`src/logic/pmc_pkg.sv`:
```
// Purpose: shared constants and types for the power-mode controller
// Assumes: one 50 MHz clock, synchronous active-high reset
// Notes: the regulator control register here is a plain port bundle, no bus
package pmc_pkg;

  typedef enum logic [2:0] {
    st_full_on,
    st_active,
    st_sleep,
    st_deep_sleep,
    st_hibernate,
    st_power_wait
  } mode_type;

  // mode codes reported on the status port
  localparam logic [2:0] mode_code_full_on = 3'h0;
  localparam logic [2:0] mode_code_active = 3'h1;
  localparam logic [2:0] mode_code_sleep = 3'h2;
  localparam logic [2:0] mode_code_deep_sleep = 3'h3;
  localparam logic [2:0] mode_code_hibernate = 3'h4;
  localparam logic [2:0] mode_code_power_wait = 3'h5;

  // regulator control register layout
  localparam int vr_width = 8;
  localparam int vr_regulator_switch_rate_field_lsb = 0;
  localparam int vr_regulator_switch_rate_field_width = 2;
  localparam int vr_wake_phy_bit = 2;
  localparam int vr_wake_rtc_bit = 3;
  localparam int vr_wake_reset_bit = 4;
  localparam int vr_sdram_cke_low_bit = 5;
  localparam logic [1:0] vr_regulator_switch_rate_field_shutdown = 2'h0;
  localparam logic [7:0] vr_reset_value = 8'h1f;

  // multiplier field of the clock control
  localparam int mult_width = 6;
  localparam logic [5:0] mult_reset_value = 6'h06;

  // power-good settle time before leaving the wait state
  localparam int power_good_settle_ns = 100;
  localparam int clk_period_ns = 20;
  localparam int power_good_settle_cycles =
    (power_good_settle_ns + clk_period_ns - 1) / clk_period_ns;

endpackage : pmc_pkg

```
`src/logic/power_mode_controller.sv`:
```
// Purpose: sequences full-on, active, sleep, deep sleep and hibernate
// Assumes: all inputs synchronous to clk; requests are one-cycle pulses
// Notes: clock enables stand for the clock gates; pll_bypass selects input clock
`timescale 1ns/1ps
module power_mode_controller
  import pmc_pkg::*;
#(
  parameter int settle_cycles = power_good_settle_cycles
) (
  input wire logic clk,
  input wire logic rst,
  input wire logic aon_rst,
  input wire logic req_active,
  input wire logic req_full_on,
  input wire logic req_sleep,
  input wire logic req_deep_sleep,
  input wire logic req_hibernate,
  input wire logic pll_enable_wr,
  input wire logic pll_enable_data,
  input wire logic pll_skip_wr,
  input wire logic pll_skip_data,
  input wire logic mult_wr,
  input wire logic [mult_width-1:0] mult_data,
  input wire logic vr_wr,
  input wire logic [vr_width-1:0] vr_data,
  input wire logic wakeup_event,
  input wire logic rtc_async_irq,
  input wire logic rtc_wake,
  input wire logic reset_pin_n,
  input wire logic phy_interrupt_wake_pin_n,
  input wire logic eth_wake_req,
  input wire logic power_good_input_n,
  output logic core_clock_en,
  output logic system_clock_en,
  output logic pll_enable,
  output logic pll_bypass,
  output logic [mult_width-1:0] pll_mult,
  output logic dma_l1_allow,
  output logic async_access_block,
  output logic core_power_on,
  output logic external_regulator_wake,
  output logic pins_tristate,
  output logic sdram_self_refresh,
  output logic core_reset,
  output logic [2:0] mode_status,
  output logic [vr_width-1:0] regulator_control_register
);

  // ----------------------------------------------------------------------
  // state
  // ----------------------------------------------------------------------
  mode_type mode_q, mode_d;
  logic pll_en_q;
  logic pll_skip_q;
  logic [mult_width-1:0] mult_pend_q;
  logic [mult_width-1:0] mult_q;
  logic [vr_width-1:0] vr_q;
  logic [$clog2(settle_cycles+1)-1:0] settle_q;
  logic wake_hit;
  logic sr_hold_q;

  function automatic logic [2:0] mode_code(input mode_type m);
    logic [2:0] c;
    c = mode_code_full_on;
    unique case (m)
      st_full_on: c = mode_code_full_on;
      st_active: c = mode_code_active;
      st_sleep: c = mode_code_sleep;
      st_deep_sleep: c = mode_code_deep_sleep;
      st_hibernate: c = mode_code_hibernate;
      st_power_wait: c = mode_code_power_wait;
    endcase
    return c;
  endfunction

  // ----------------------------------------------------------------------
  // retained regulator control register
  // ----------------------------------------------------------------------
  pmc_retained_reg #(
    .width(vr_width),
    .reset_value(vr_reset_value)
  ) u_vr (
    .clk(clk),
    .aon_rst(aon_rst),
    .wr_en(vr_wr),
    .wr_data(vr_data),
    .value_q(vr_q)
  );

  // hibernate wake sources, each enabled in the retained register
  // limitation: the ethernet request has no enable bit and always wakes
  assign wake_hit =
    (vr_q[vr_wake_phy_bit] && !phy_interrupt_wake_pin_n) ||
    (vr_q[vr_wake_rtc_bit] && rtc_wake) ||
    (vr_q[vr_wake_reset_bit] && !reset_pin_n);

  // ----------------------------------------------------------------------
  // mode state machine
  // ----------------------------------------------------------------------
  // illegal requests are dropped, never queued for a later mode
  // priority: hibernate, deep sleep, sleep or full-on, active
  always_comb begin
    mode_d = mode_q;
    unique case (mode_q)
      st_full_on: begin
        if (req_hibernate) begin
          mode_d = st_hibernate;
        end else if (req_deep_sleep) begin
          mode_d = st_deep_sleep;
        end else if (req_sleep && pll_en_q) begin
          mode_d = st_sleep;
        end else if (req_active) begin
          mode_d = st_active;
        end
      end
      st_active: begin
        if (req_hibernate) begin
          mode_d = st_hibernate;
        end else if (req_deep_sleep) begin
          mode_d = st_deep_sleep;
        end else if ((req_full_on || req_sleep) && !pll_en_q) begin
          mode_d = st_active; // pll must be re-enabled first
        end else if (req_full_on) begin
          mode_d = st_full_on;
        end else if (req_sleep) begin
          mode_d = st_sleep;
        end
      end
      st_sleep: begin
        if (wakeup_event) begin
          mode_d = pll_skip_q ? st_active : st_full_on;
        end
      end
      st_deep_sleep: begin
        // reset pin wins over rtc when both arrive together
        if (!reset_pin_n) begin
          mode_d = st_full_on;
        end else if (rtc_async_irq) begin
          mode_d = st_active;
        end
      end
      st_hibernate: begin
        if (wake_hit || eth_wake_req) begin
          mode_d = st_power_wait;
        end
      end
      st_power_wait: begin
        // a supply that sags on the last count must not start the core
        if (!power_good_input_n &&
            settle_q == settle_cycles[$bits(settle_q)-1:0]) begin
          mode_d = st_full_on;
        end
      end
    endcase
  end

  // reset lands in full-on, the power-up default
  always_ff @(posedge clk) begin
    if (rst) begin
      mode_q <= st_full_on;
    end else begin
      mode_q <= mode_d;
    end
  end

  // ----------------------------------------------------------------------
  // power-good settle counter
  // ----------------------------------------------------------------------
  // power good must be held low for the settle count
  // trade-off: one glitch on power good restarts the whole count
  always_ff @(posedge clk) begin
    if (rst || mode_q != st_power_wait || power_good_input_n) begin
      settle_q <= '0;
    end else if (settle_q != settle_cycles[$bits(settle_q)-1:0]) begin
      settle_q <= settle_q + 1'b1;
    end
  end

  // ----------------------------------------------------------------------
  // pll control: core registers, lost across hibernate
  // ----------------------------------------------------------------------
  always_ff @(posedge clk) begin
    if (rst || mode_q == st_hibernate) begin
      pll_en_q <= 1'b1;
      pll_skip_q <= 1'b0;
    end else begin
      if (pll_enable_wr && mode_q == st_active) begin
        pll_en_q <= pll_enable_data; // only active may turn it off
      end else if (pll_enable_wr && pll_enable_data) begin
        pll_en_q <= 1'b1;
      end
      if (pll_skip_wr) begin
        pll_skip_q <= pll_skip_data;
      end
    end
  end

  // multiplier: written value waits, applied on entry to full-on, or at once while in full-on
  // a write on the entry edge itself is applied at once
  always_ff @(posedge clk) begin
    if (rst || mode_q == st_hibernate) begin
      mult_pend_q <= mult_reset_value;
      mult_q <= mult_reset_value;
    end else begin
      if (mult_wr) begin
        mult_pend_q <= mult_data;
      end
      if (mode_d == st_full_on && mode_q != st_full_on) begin
        mult_q <= mult_wr ? mult_data : mult_pend_q;
      end else if (mult_wr && mode_q == st_full_on) begin
        mult_q <= mult_data;
      end
    end
  end

  // sdram self-refresh hold: set on hibernate entry, kept through reset wait
  // release trails full-on by two edges, once the memory side is out of reset
  always_ff @(posedge clk) begin
    if (aon_rst) begin
      sr_hold_q <= 1'b0;
    end else if (mode_q != st_hibernate && mode_d == st_hibernate) begin
      sr_hold_q <= vr_q[vr_sdram_cke_low_bit];
    end else if (mode_q == st_full_on && !rst) begin
      sr_hold_q <= 1'b0; // released once the reset sequence has finished
    end
  end

  // ----------------------------------------------------------------------
  // registered outputs
  // ----------------------------------------------------------------------
  // decoded from mode_d so every output moves on the same edge as mode_q
  always_ff @(posedge clk) begin
    if (rst) begin
      core_clock_en <= 1'b1;
      system_clock_en <= 1'b1;
      pll_enable <= 1'b1;
      pll_bypass <= 1'b0;
      dma_l1_allow <= 1'b1;
      async_access_block <= 1'b0;
      core_power_on <= 1'b1;
      pins_tristate <= 1'b0;
      core_reset <= 1'b1;
      mode_status <= mode_code_full_on;
    end else begin
      core_clock_en <= mode_d inside {st_full_on, st_active};
      system_clock_en <= mode_d inside {st_full_on, st_active, st_sleep};
      pll_enable <= mode_d inside {st_full_on, st_sleep} ||
        (mode_d == st_active && pll_en_q);
      pll_bypass <= mode_d == st_active;
      dma_l1_allow <= mode_d inside {st_full_on, st_active};
      async_access_block <= mode_d == st_deep_sleep;
      core_power_on <= mode_d != st_hibernate;
      pins_tristate <= mode_d inside {st_hibernate, st_power_wait};
      core_reset <= mode_d inside {st_hibernate, st_power_wait};
      mode_status <= mode_code(mode_d);
    end
  end

  assign pll_mult = mult_q;

  // regulator wake and self-refresh live on the always-on side
  // a wake source beats a shutdown write in the same cycle
  always_ff @(posedge clk) begin
    if (aon_rst) begin
      external_regulator_wake <= 1'b1;
      sdram_self_refresh <= 1'b0;
      regulator_control_register <= vr_reset_value;
    end else begin
      regulator_control_register <= vr_wr ? vr_data : vr_q;
      if (wake_hit || eth_wake_req) begin
        external_regulator_wake <= 1'b1;
      end else if (vr_wr &&
          vr_data[vr_regulator_switch_rate_field_lsb +: vr_regulator_switch_rate_field_width] == vr_regulator_switch_rate_field_shutdown) begin
        external_regulator_wake <= 1'b0;
      end
      sdram_self_refresh <= sr_hold_q ||
        (mode_q != st_hibernate && mode_d == st_hibernate && vr_q[vr_sdram_cke_low_bit]);
    end
  end

endmodule // power_mode_controller

```
`src/logic/pmc_retained_reg.sv`:
```
// Purpose: retained regulator control register in the always-on domain
// Assumes: clocked by the always-on clock; only the always-on reset clears it
// Notes: core reset and hibernate do not touch this register
`timescale 1ns/1ps
module pmc_retained_reg
  import pmc_pkg::*;
#(
  parameter int width = vr_width,
  parameter logic [vr_width-1:0] reset_value = vr_reset_value
) (
  input wire logic clk,
  input wire logic aon_rst,
  input wire logic wr_en,
  input wire logic [width-1:0] wr_data,
  output logic [width-1:0] value_q
);

  // survives core power removal: no core reset input at all
  always_ff @(posedge clk) begin
    if (aon_rst) begin
      value_q <= reset_value[width-1:0];
    end else if (wr_en) begin
      value_q <= wr_data;
    end
  end

endmodule // pmc_retained_reg

```
`config.mk`:
```
export PLATFORM = sky130hd
export DESIGN_NAME = power_mode_controller
export DESIGN_NICKNAME = d
export VERILOG_FILES = /design/src/logic/pmc_pkg.sv /design/src/logic/power_mode_controller.sv /design/src/logic/pmc_retained_reg.sv
export SDC_FILE = /design/constraint.sdc
export NUM_CORES = 1
export LEC_CHECK = 0
export BUFFER_PORTS_ARGS = -buffer_cell sky130_fd_sc_hd__buf_2
export CORE_MARGIN = 2
export CORE_UTILIZATION = 50
export CTS_BUF_LIST = sky130_fd_sc_hd__clkbuf_16
export DETAILED_ROUTE_END_ITERATION = 16
export PLACE_DENSITY = 0.81
export REMOVE_ABC_BUFFERS = 1
export SLEW_MARGIN = 20
export SYNTH_ARGS = -nofsm -noshare
export SYNTH_HDL_FRONTEND = slang
export SYNTH_HIERARCHICAL = 1
export SYNTH_SLANG_ARGS = --single-unit
```
`constraint.sdc`:
```
create_clock -name clk -period 5 [get_ports clk]
set_input_delay 0.5 -clock clk [delete_from_list [all_inputs] [get_ports clk]]
set_output_delay 0.5 -clock clk [all_outputs]
set_load 0.05 [all_outputs]
```
==> Word-level counts from Yosys, hierarchy flattened <==
Index checks and enable logic that the tools add are counted.
{ "word_totals": {"register_bits": 42, "in_bits": 35, "output_inout_bits": 28, "word_cells": 100} }
{ "op_classes": {"add_sub_neg": 1, "n_eq_ne": 15, "muxes": 24, "reduce_logical": 41} }
{ "ops": {"columns": ["cell", "n"], "rows": [
  ["$mux 3", 14],
  ["$pmux 3 s6", 2],
  ["$mux 6", 3],
  ["$eq 3x3->1 const B", 5],
  ["$logic_and 1x1->1", 15],
  ["$eq 3x2->1 const B", 4],
  ["$ne 3x3->1 const B", 4],
  ["$reduce_bool 2->1", 6],
  ["$logic_or 1x1->1", 9],
  ["$eq 3x1->1 const B", 2],
  ["$logic_not 3->1", 2],
  ["$reduce_bool 3->1", 2],
  ["$logic_not 1->1", 5],
  ["$mux 1", 5],
  ["$add 3x1->3 const B", 1],
  ["$logic_not 2->1", 1],
  ["$reduce_or 2->1", 1]
]} }

==> Depth between registers and ports, before layout <==
{ "logic_depth": {"word_depth": 11, "mapped_depth": 8, "mapped_depth_nobuf": 7} }

==> By module <==
Netlist, hierarchy kept.
{ "by_module_without_submodules": {"columns": ["module", "instances", "cells_each", "area_each_um2"], "rows": [
  ["power_mode_controller", 1, 189, 1865.5],
  ["pmc_retained_reg", 1, 26, 299.0]
]} }

==> Least setup slack after synthesis <==
No wires, ideal clock.
{ "synth_path": {"path_kind": "register to register", "startpoint": "reg settle_q[0]", "endpoint": "reg mult_q[0], in the netlist pll_mult[0]", "arrival_time_ns": 1.789, "slack_ns": 3.090, "path_stages_with_launch": 7, "n_path_buf": 0, "period_less_slack_ns": 1.910, "cell_sequence": "dfxtp_1 ha_1 nand2_1 o21ba_2 a2111oi_4 nand3_4 mux2_4"} }
{ "synth_between": {"elab_chain_len": 7} }
{ "synth_rtl": {"columns": ["element", "line_no", "text"], "rows": [
  ["start: declaration", "power_mode_controller.sv:58", "logic [$clog2(settle_cycles+1)-1:0] settle_q;"],
  ["start signal: assignment", "power_mode_controller.sv:175", "settle_q <= settle_q + 1'b1;"],
  ["$eq 3x3->1 *", "power_mode_controller.sv:150", "settle_q == settle_cycles[$bits(settle_q)-1:0]) begin"],
  ["$logic_and 1x1->1 *", "power_mode_controller.sv:149", "if (!power_good_input_n &&"],
  ["$mux 3 *", "power_mode_controller.sv:149", null],
  ["$pmux 3 s6 *", "power_mode_controller.sv:104", "unique case (mode_q)"],
  ["$logic_not 3->1 *", "power_mode_controller.sv:208", "if (mode_d == st_full_on && mode_q != st_full_on) begin"],
  ["$logic_and 1x1->1 *", "power_mode_controller.sv:208", null],
  ["$mux 6 or $reduce_bool 2->1 (tied branches)", null, null],
  ["end signal: assignment", "power_mode_controller.sv:203", "mult_q <= mult_reset_value;"],
  ["end signal: assignment", "power_mode_controller.sv:209", "mult_q <= mult_wr ? mult_data : mult_pend_q;"],
  ["end signal: assignment", "power_mode_controller.sv:211", "mult_q <= mult_data;"],
  ["end: declaration", "power_mode_controller.sv:56", "logic [mult_width-1:0] mult_q;"]
]} }
Mark *: on every way between the ends. The rest lies on a longest branch, timed or not.
A chain may end at the register's enable or synchronous reset.

==> Worst setup path in the final report <==
{ "layout_path": {"startpoint": "reg mode_q[0]", "endpoint": "reg mult_q[1], in the netlist pll_mult[1]"} }
{ "layout_between": {"elab_chain_len": 9} }
{ "layout_rtl": {"columns": ["element", "line_no", "text"], "rows": [
  ["start: declaration", "power_mode_controller.sv:52", "mode_type mode_q, mode_d;"],
  ["start signal: assignment", "power_mode_controller.sv:160", "mode_q <= st_full_on;"],
  ["start signal: assignment", "power_mode_controller.sv:162", "mode_q <= mode_d;"],
  ["$mux 3", "power_mode_controller.sv:125", "end else if (req_sleep) begin"],
  ["$mux 3", "power_mode_controller.sv:123", "end else if (req_full_on) begin"],
  ["$mux 3", "power_mode_controller.sv:121", "end else if ((req_full_on || req_sleep) && !pll_en_q) begin"],
  ["$mux 3", "power_mode_controller.sv:119", "end else if (req_deep_sleep) begin"],
  ["$mux 3", "power_mode_controller.sv:117", "if (req_hibernate) begin"],
  ["$pmux 3 s6", "power_mode_controller.sv:104", null],
  ["$logic_not 3->1", "power_mode_controller.sv:208", null],
  ["$logic_and 1x1->1", "power_mode_controller.sv:208", null],
  ["$mux 6 or $reduce_bool 2->1 (tied branches)", null, null]
]} }
Several ways; a longest one is shown, not always the timed one.

==> run summary <==
worst path arrival time: 2.47 ns
DIE AREA: 4870 µm²
cell taking the most area after synthesis: dfxtp_1
clock slew seen by the registers of the worst setup and hold paths: 0.06 ns
maximum vdd drop: 232 µV
Post-Route Setup TNS: 0 ns
critical path launch point type: flop
final slew viol count: 0
final core utilization: 0.639
Reg area: 1000 µm²
via count: 1674
CP Capture Type: flop
fin crit share: 0.461
first-pass GRT wire length: 6960 µm
Syn Area/Cell: 10.1 µm²
Net count, final: 310
fmax: 434 MHz
largest net degree at the start of global routing: 23
Root Buffer: clkbuf_16
mapped cell area: 2160 µm²
sequential area share after synthesis: 0.462
leading cell types by count after synthesis: dfxtp_1 (50), nor2_1 (30), mux2i_1 (24)
final hold vios: 0
Longest Clk Path Bufs: 2
Routed WL: 4200 µm
predominant post-synthesis flop cell: dfxtp_1
setup violators final: 0
yosys warns: 6
Via-to-Cell Ratio: 5.17
multi-input logic area: 1080 µm²
clk_lat worst skew: 0.28 ns
routability congestion estimate: 0.814
DR DRC count: 0
CTS tree: done
Yosys reg bits: 50
Least-Margin Pin Slew: 0.833 ns
Cell Pwr Density: 382 nW/µm²
reg2reg end: pll_mult[1]
CP max-delay cell: a221oi_2
CP bufs+invs: 0
overall power: 998 µW
diodes inserted: 0
largest cells by area after synthesis: dfxtp_1 (46%), mux2i_1 (11%), nor2_1 (5.2%)
crit path launch: mode_q[0]
vias in the first global route: 1539
fin crit period: 2.30 ns
CTS Buf Count: 5
DIE HEIGHT: 69.8 µm
Max-Cap Viols: 0
Worst R2R Start: mode_q[0]
routed len/inst: 13.0 µm
# fillers: 356
CP peak stage delay: 0.64 ns
share of cells above drive strength 1: 0.321
Slew headroom: 0.445
Hold Crit Start: vr_data[3]
DPL Wire Length: 3140 µm
Mapped Cells: 215
Post-synth ARST share: 0
Rows: 23
r2r worst-path depth: 5
Leak: 0.00123 µW
PortBufs: 62
status: complete, no violations
Clock Skews: 0.00645 ns
Post-CTS Setup Bufs: 0
Crit Path Max Fanout: 12
Final ANT Viol Nets: 0
die extent in x: 69.8 µm
Cells on Worst Hold Path: 2
htree depth: 2
CP delay by family, top: compound AO/OA/AOI/OAI gates
Initial DRC Count: 73
# IOs: 63
worst hold endpoint: u_vr/value_q[3]
grt total ovfl: 0
EDFF count, synth: 0
Yosys top cell area share: 0.462
core area: 4090 µm²
initial antenna violation count: 0
Pre-Repair DR Iteration Count: 4
clk sinks: 50
setup slack, reg-to-reg: 2.70 ns
unrepaired setup endpoints after global routing: no
synthesis-to-finish area growth: 20.7%
CTS resizes: 0
initial core utilization: 0.530
CP cell instances: or3_1 > a221oi_1 > a221oi_2 > nand3_4 > mux2_4
total track usage: 0.177
CP required: 5.17 ns
Hold Path Class: in -> reg
Hold-fix buffers, CTS: 0
critical path type: reg -> reg
top-count cell post-synth: dfxtp_1
post-synth cell types: 45
## power breakdown
part / internal, µW / leakage [µW] / switching, µW / total, µW
registers: 430 / 0.000412 / 18.2 / 448
clock network: 182 / 0.0000672 / 135 / 318
logic: 80.2 / 0.000755 / 152 / 232
total: 693 / 0.00123 / 305 / 998
## per-layer routing
| layer | vias up | part of all wire | track usage |
|---|---|---|---|
| met1 | 753 | 0.46 | 0.235 |
| met2 | 60 | 0.46 | 0.280 |
| met4 | 0 | 0.0074 | 0.0577 |
| met5 | - | 0 | 0 |
| met3 | 2 | 0.068 | 0.0451 |
| li1 | 859 | - | - |
## layout make-up
class / count / area share
timing repair buffer: 62 / 0.119
tap: 50 / 0.0239
clock buffer: 5 / 0.0479
multi-input combinational: 149 / 0.413
clock inverter: 3 / 0.00623
sequential: 50 / 0.383
inverter: 5 / 0.00718
## placed cells by master, fill, tap and decap left out, drive strengths merged, types with 6 or more instances in the layout
cell type	instances
a211o	6
dfxtp	50
nor2	31
mux2i	24
mux2	6
nand2b	9
nand2	18
buf	62
## cells by family after synthesis
| group | Yosys count | synth area share |
|---|---|---|
| simple gates | 85 | 0.209 |
| fa+ha+maj | 2 | 0.0116 |
| compound gates | 31 | 0.121 |
| xor+xnor | 1 | 0.00405 |
| flops | 50 | 0.462 |
| buf+inv | 16 | 0.0393 |
| mux | 30 | 0.153 |
## worst reg2reg max path: stages, from the launching register on
cell      delay (ns)
dfxtp_1         0.57
or3_1           0.23
a221oi_1        0.11
a221oi_2        0.64
nand3_4         0.28
mux2_4          0.37
## registers in the layout, summed over array words and instances, names as in the netlist, 3 cells and up
name	count
regulator_control_register	8
u_vr/value_q	8
mult_pend_q	6
pll_mult	6
mode_q	3
mode_status	3
settle_q	3
## per-stage QoR
step	hold slack, ns	worst slack (ns)	instances	cell area (µm²)
5_1_grt	0.446	2.54	324	2610
4_1_cts	0.437	2.70	324	2610
3_3_place_gp	0.447	2.74	316	2470
2_1_floorplan	0.434	3.02	204	2100
6_report	0.444	2.70	324	2610
3_5_place_dp	0.454	2.68	316	2470
## how the worst max path moves through the flow
stage | cells after the start | slack, ns | endpoint
final | 5 | 2.70 | pll_mult[1]
after global placement | 6 | 2.74 | pll_mult[0]
after CTS | 5 | 2.70 | pll_mult[1]
after global routing | 5 | 2.54 | pll_mult[1]
after floorplan | 5 | 3.02 | pll_mult[0]
after detailed placement | 6 | 2.68 | pll_mult[1]
No activity file was read; power rests on OpenSTA's default activity.
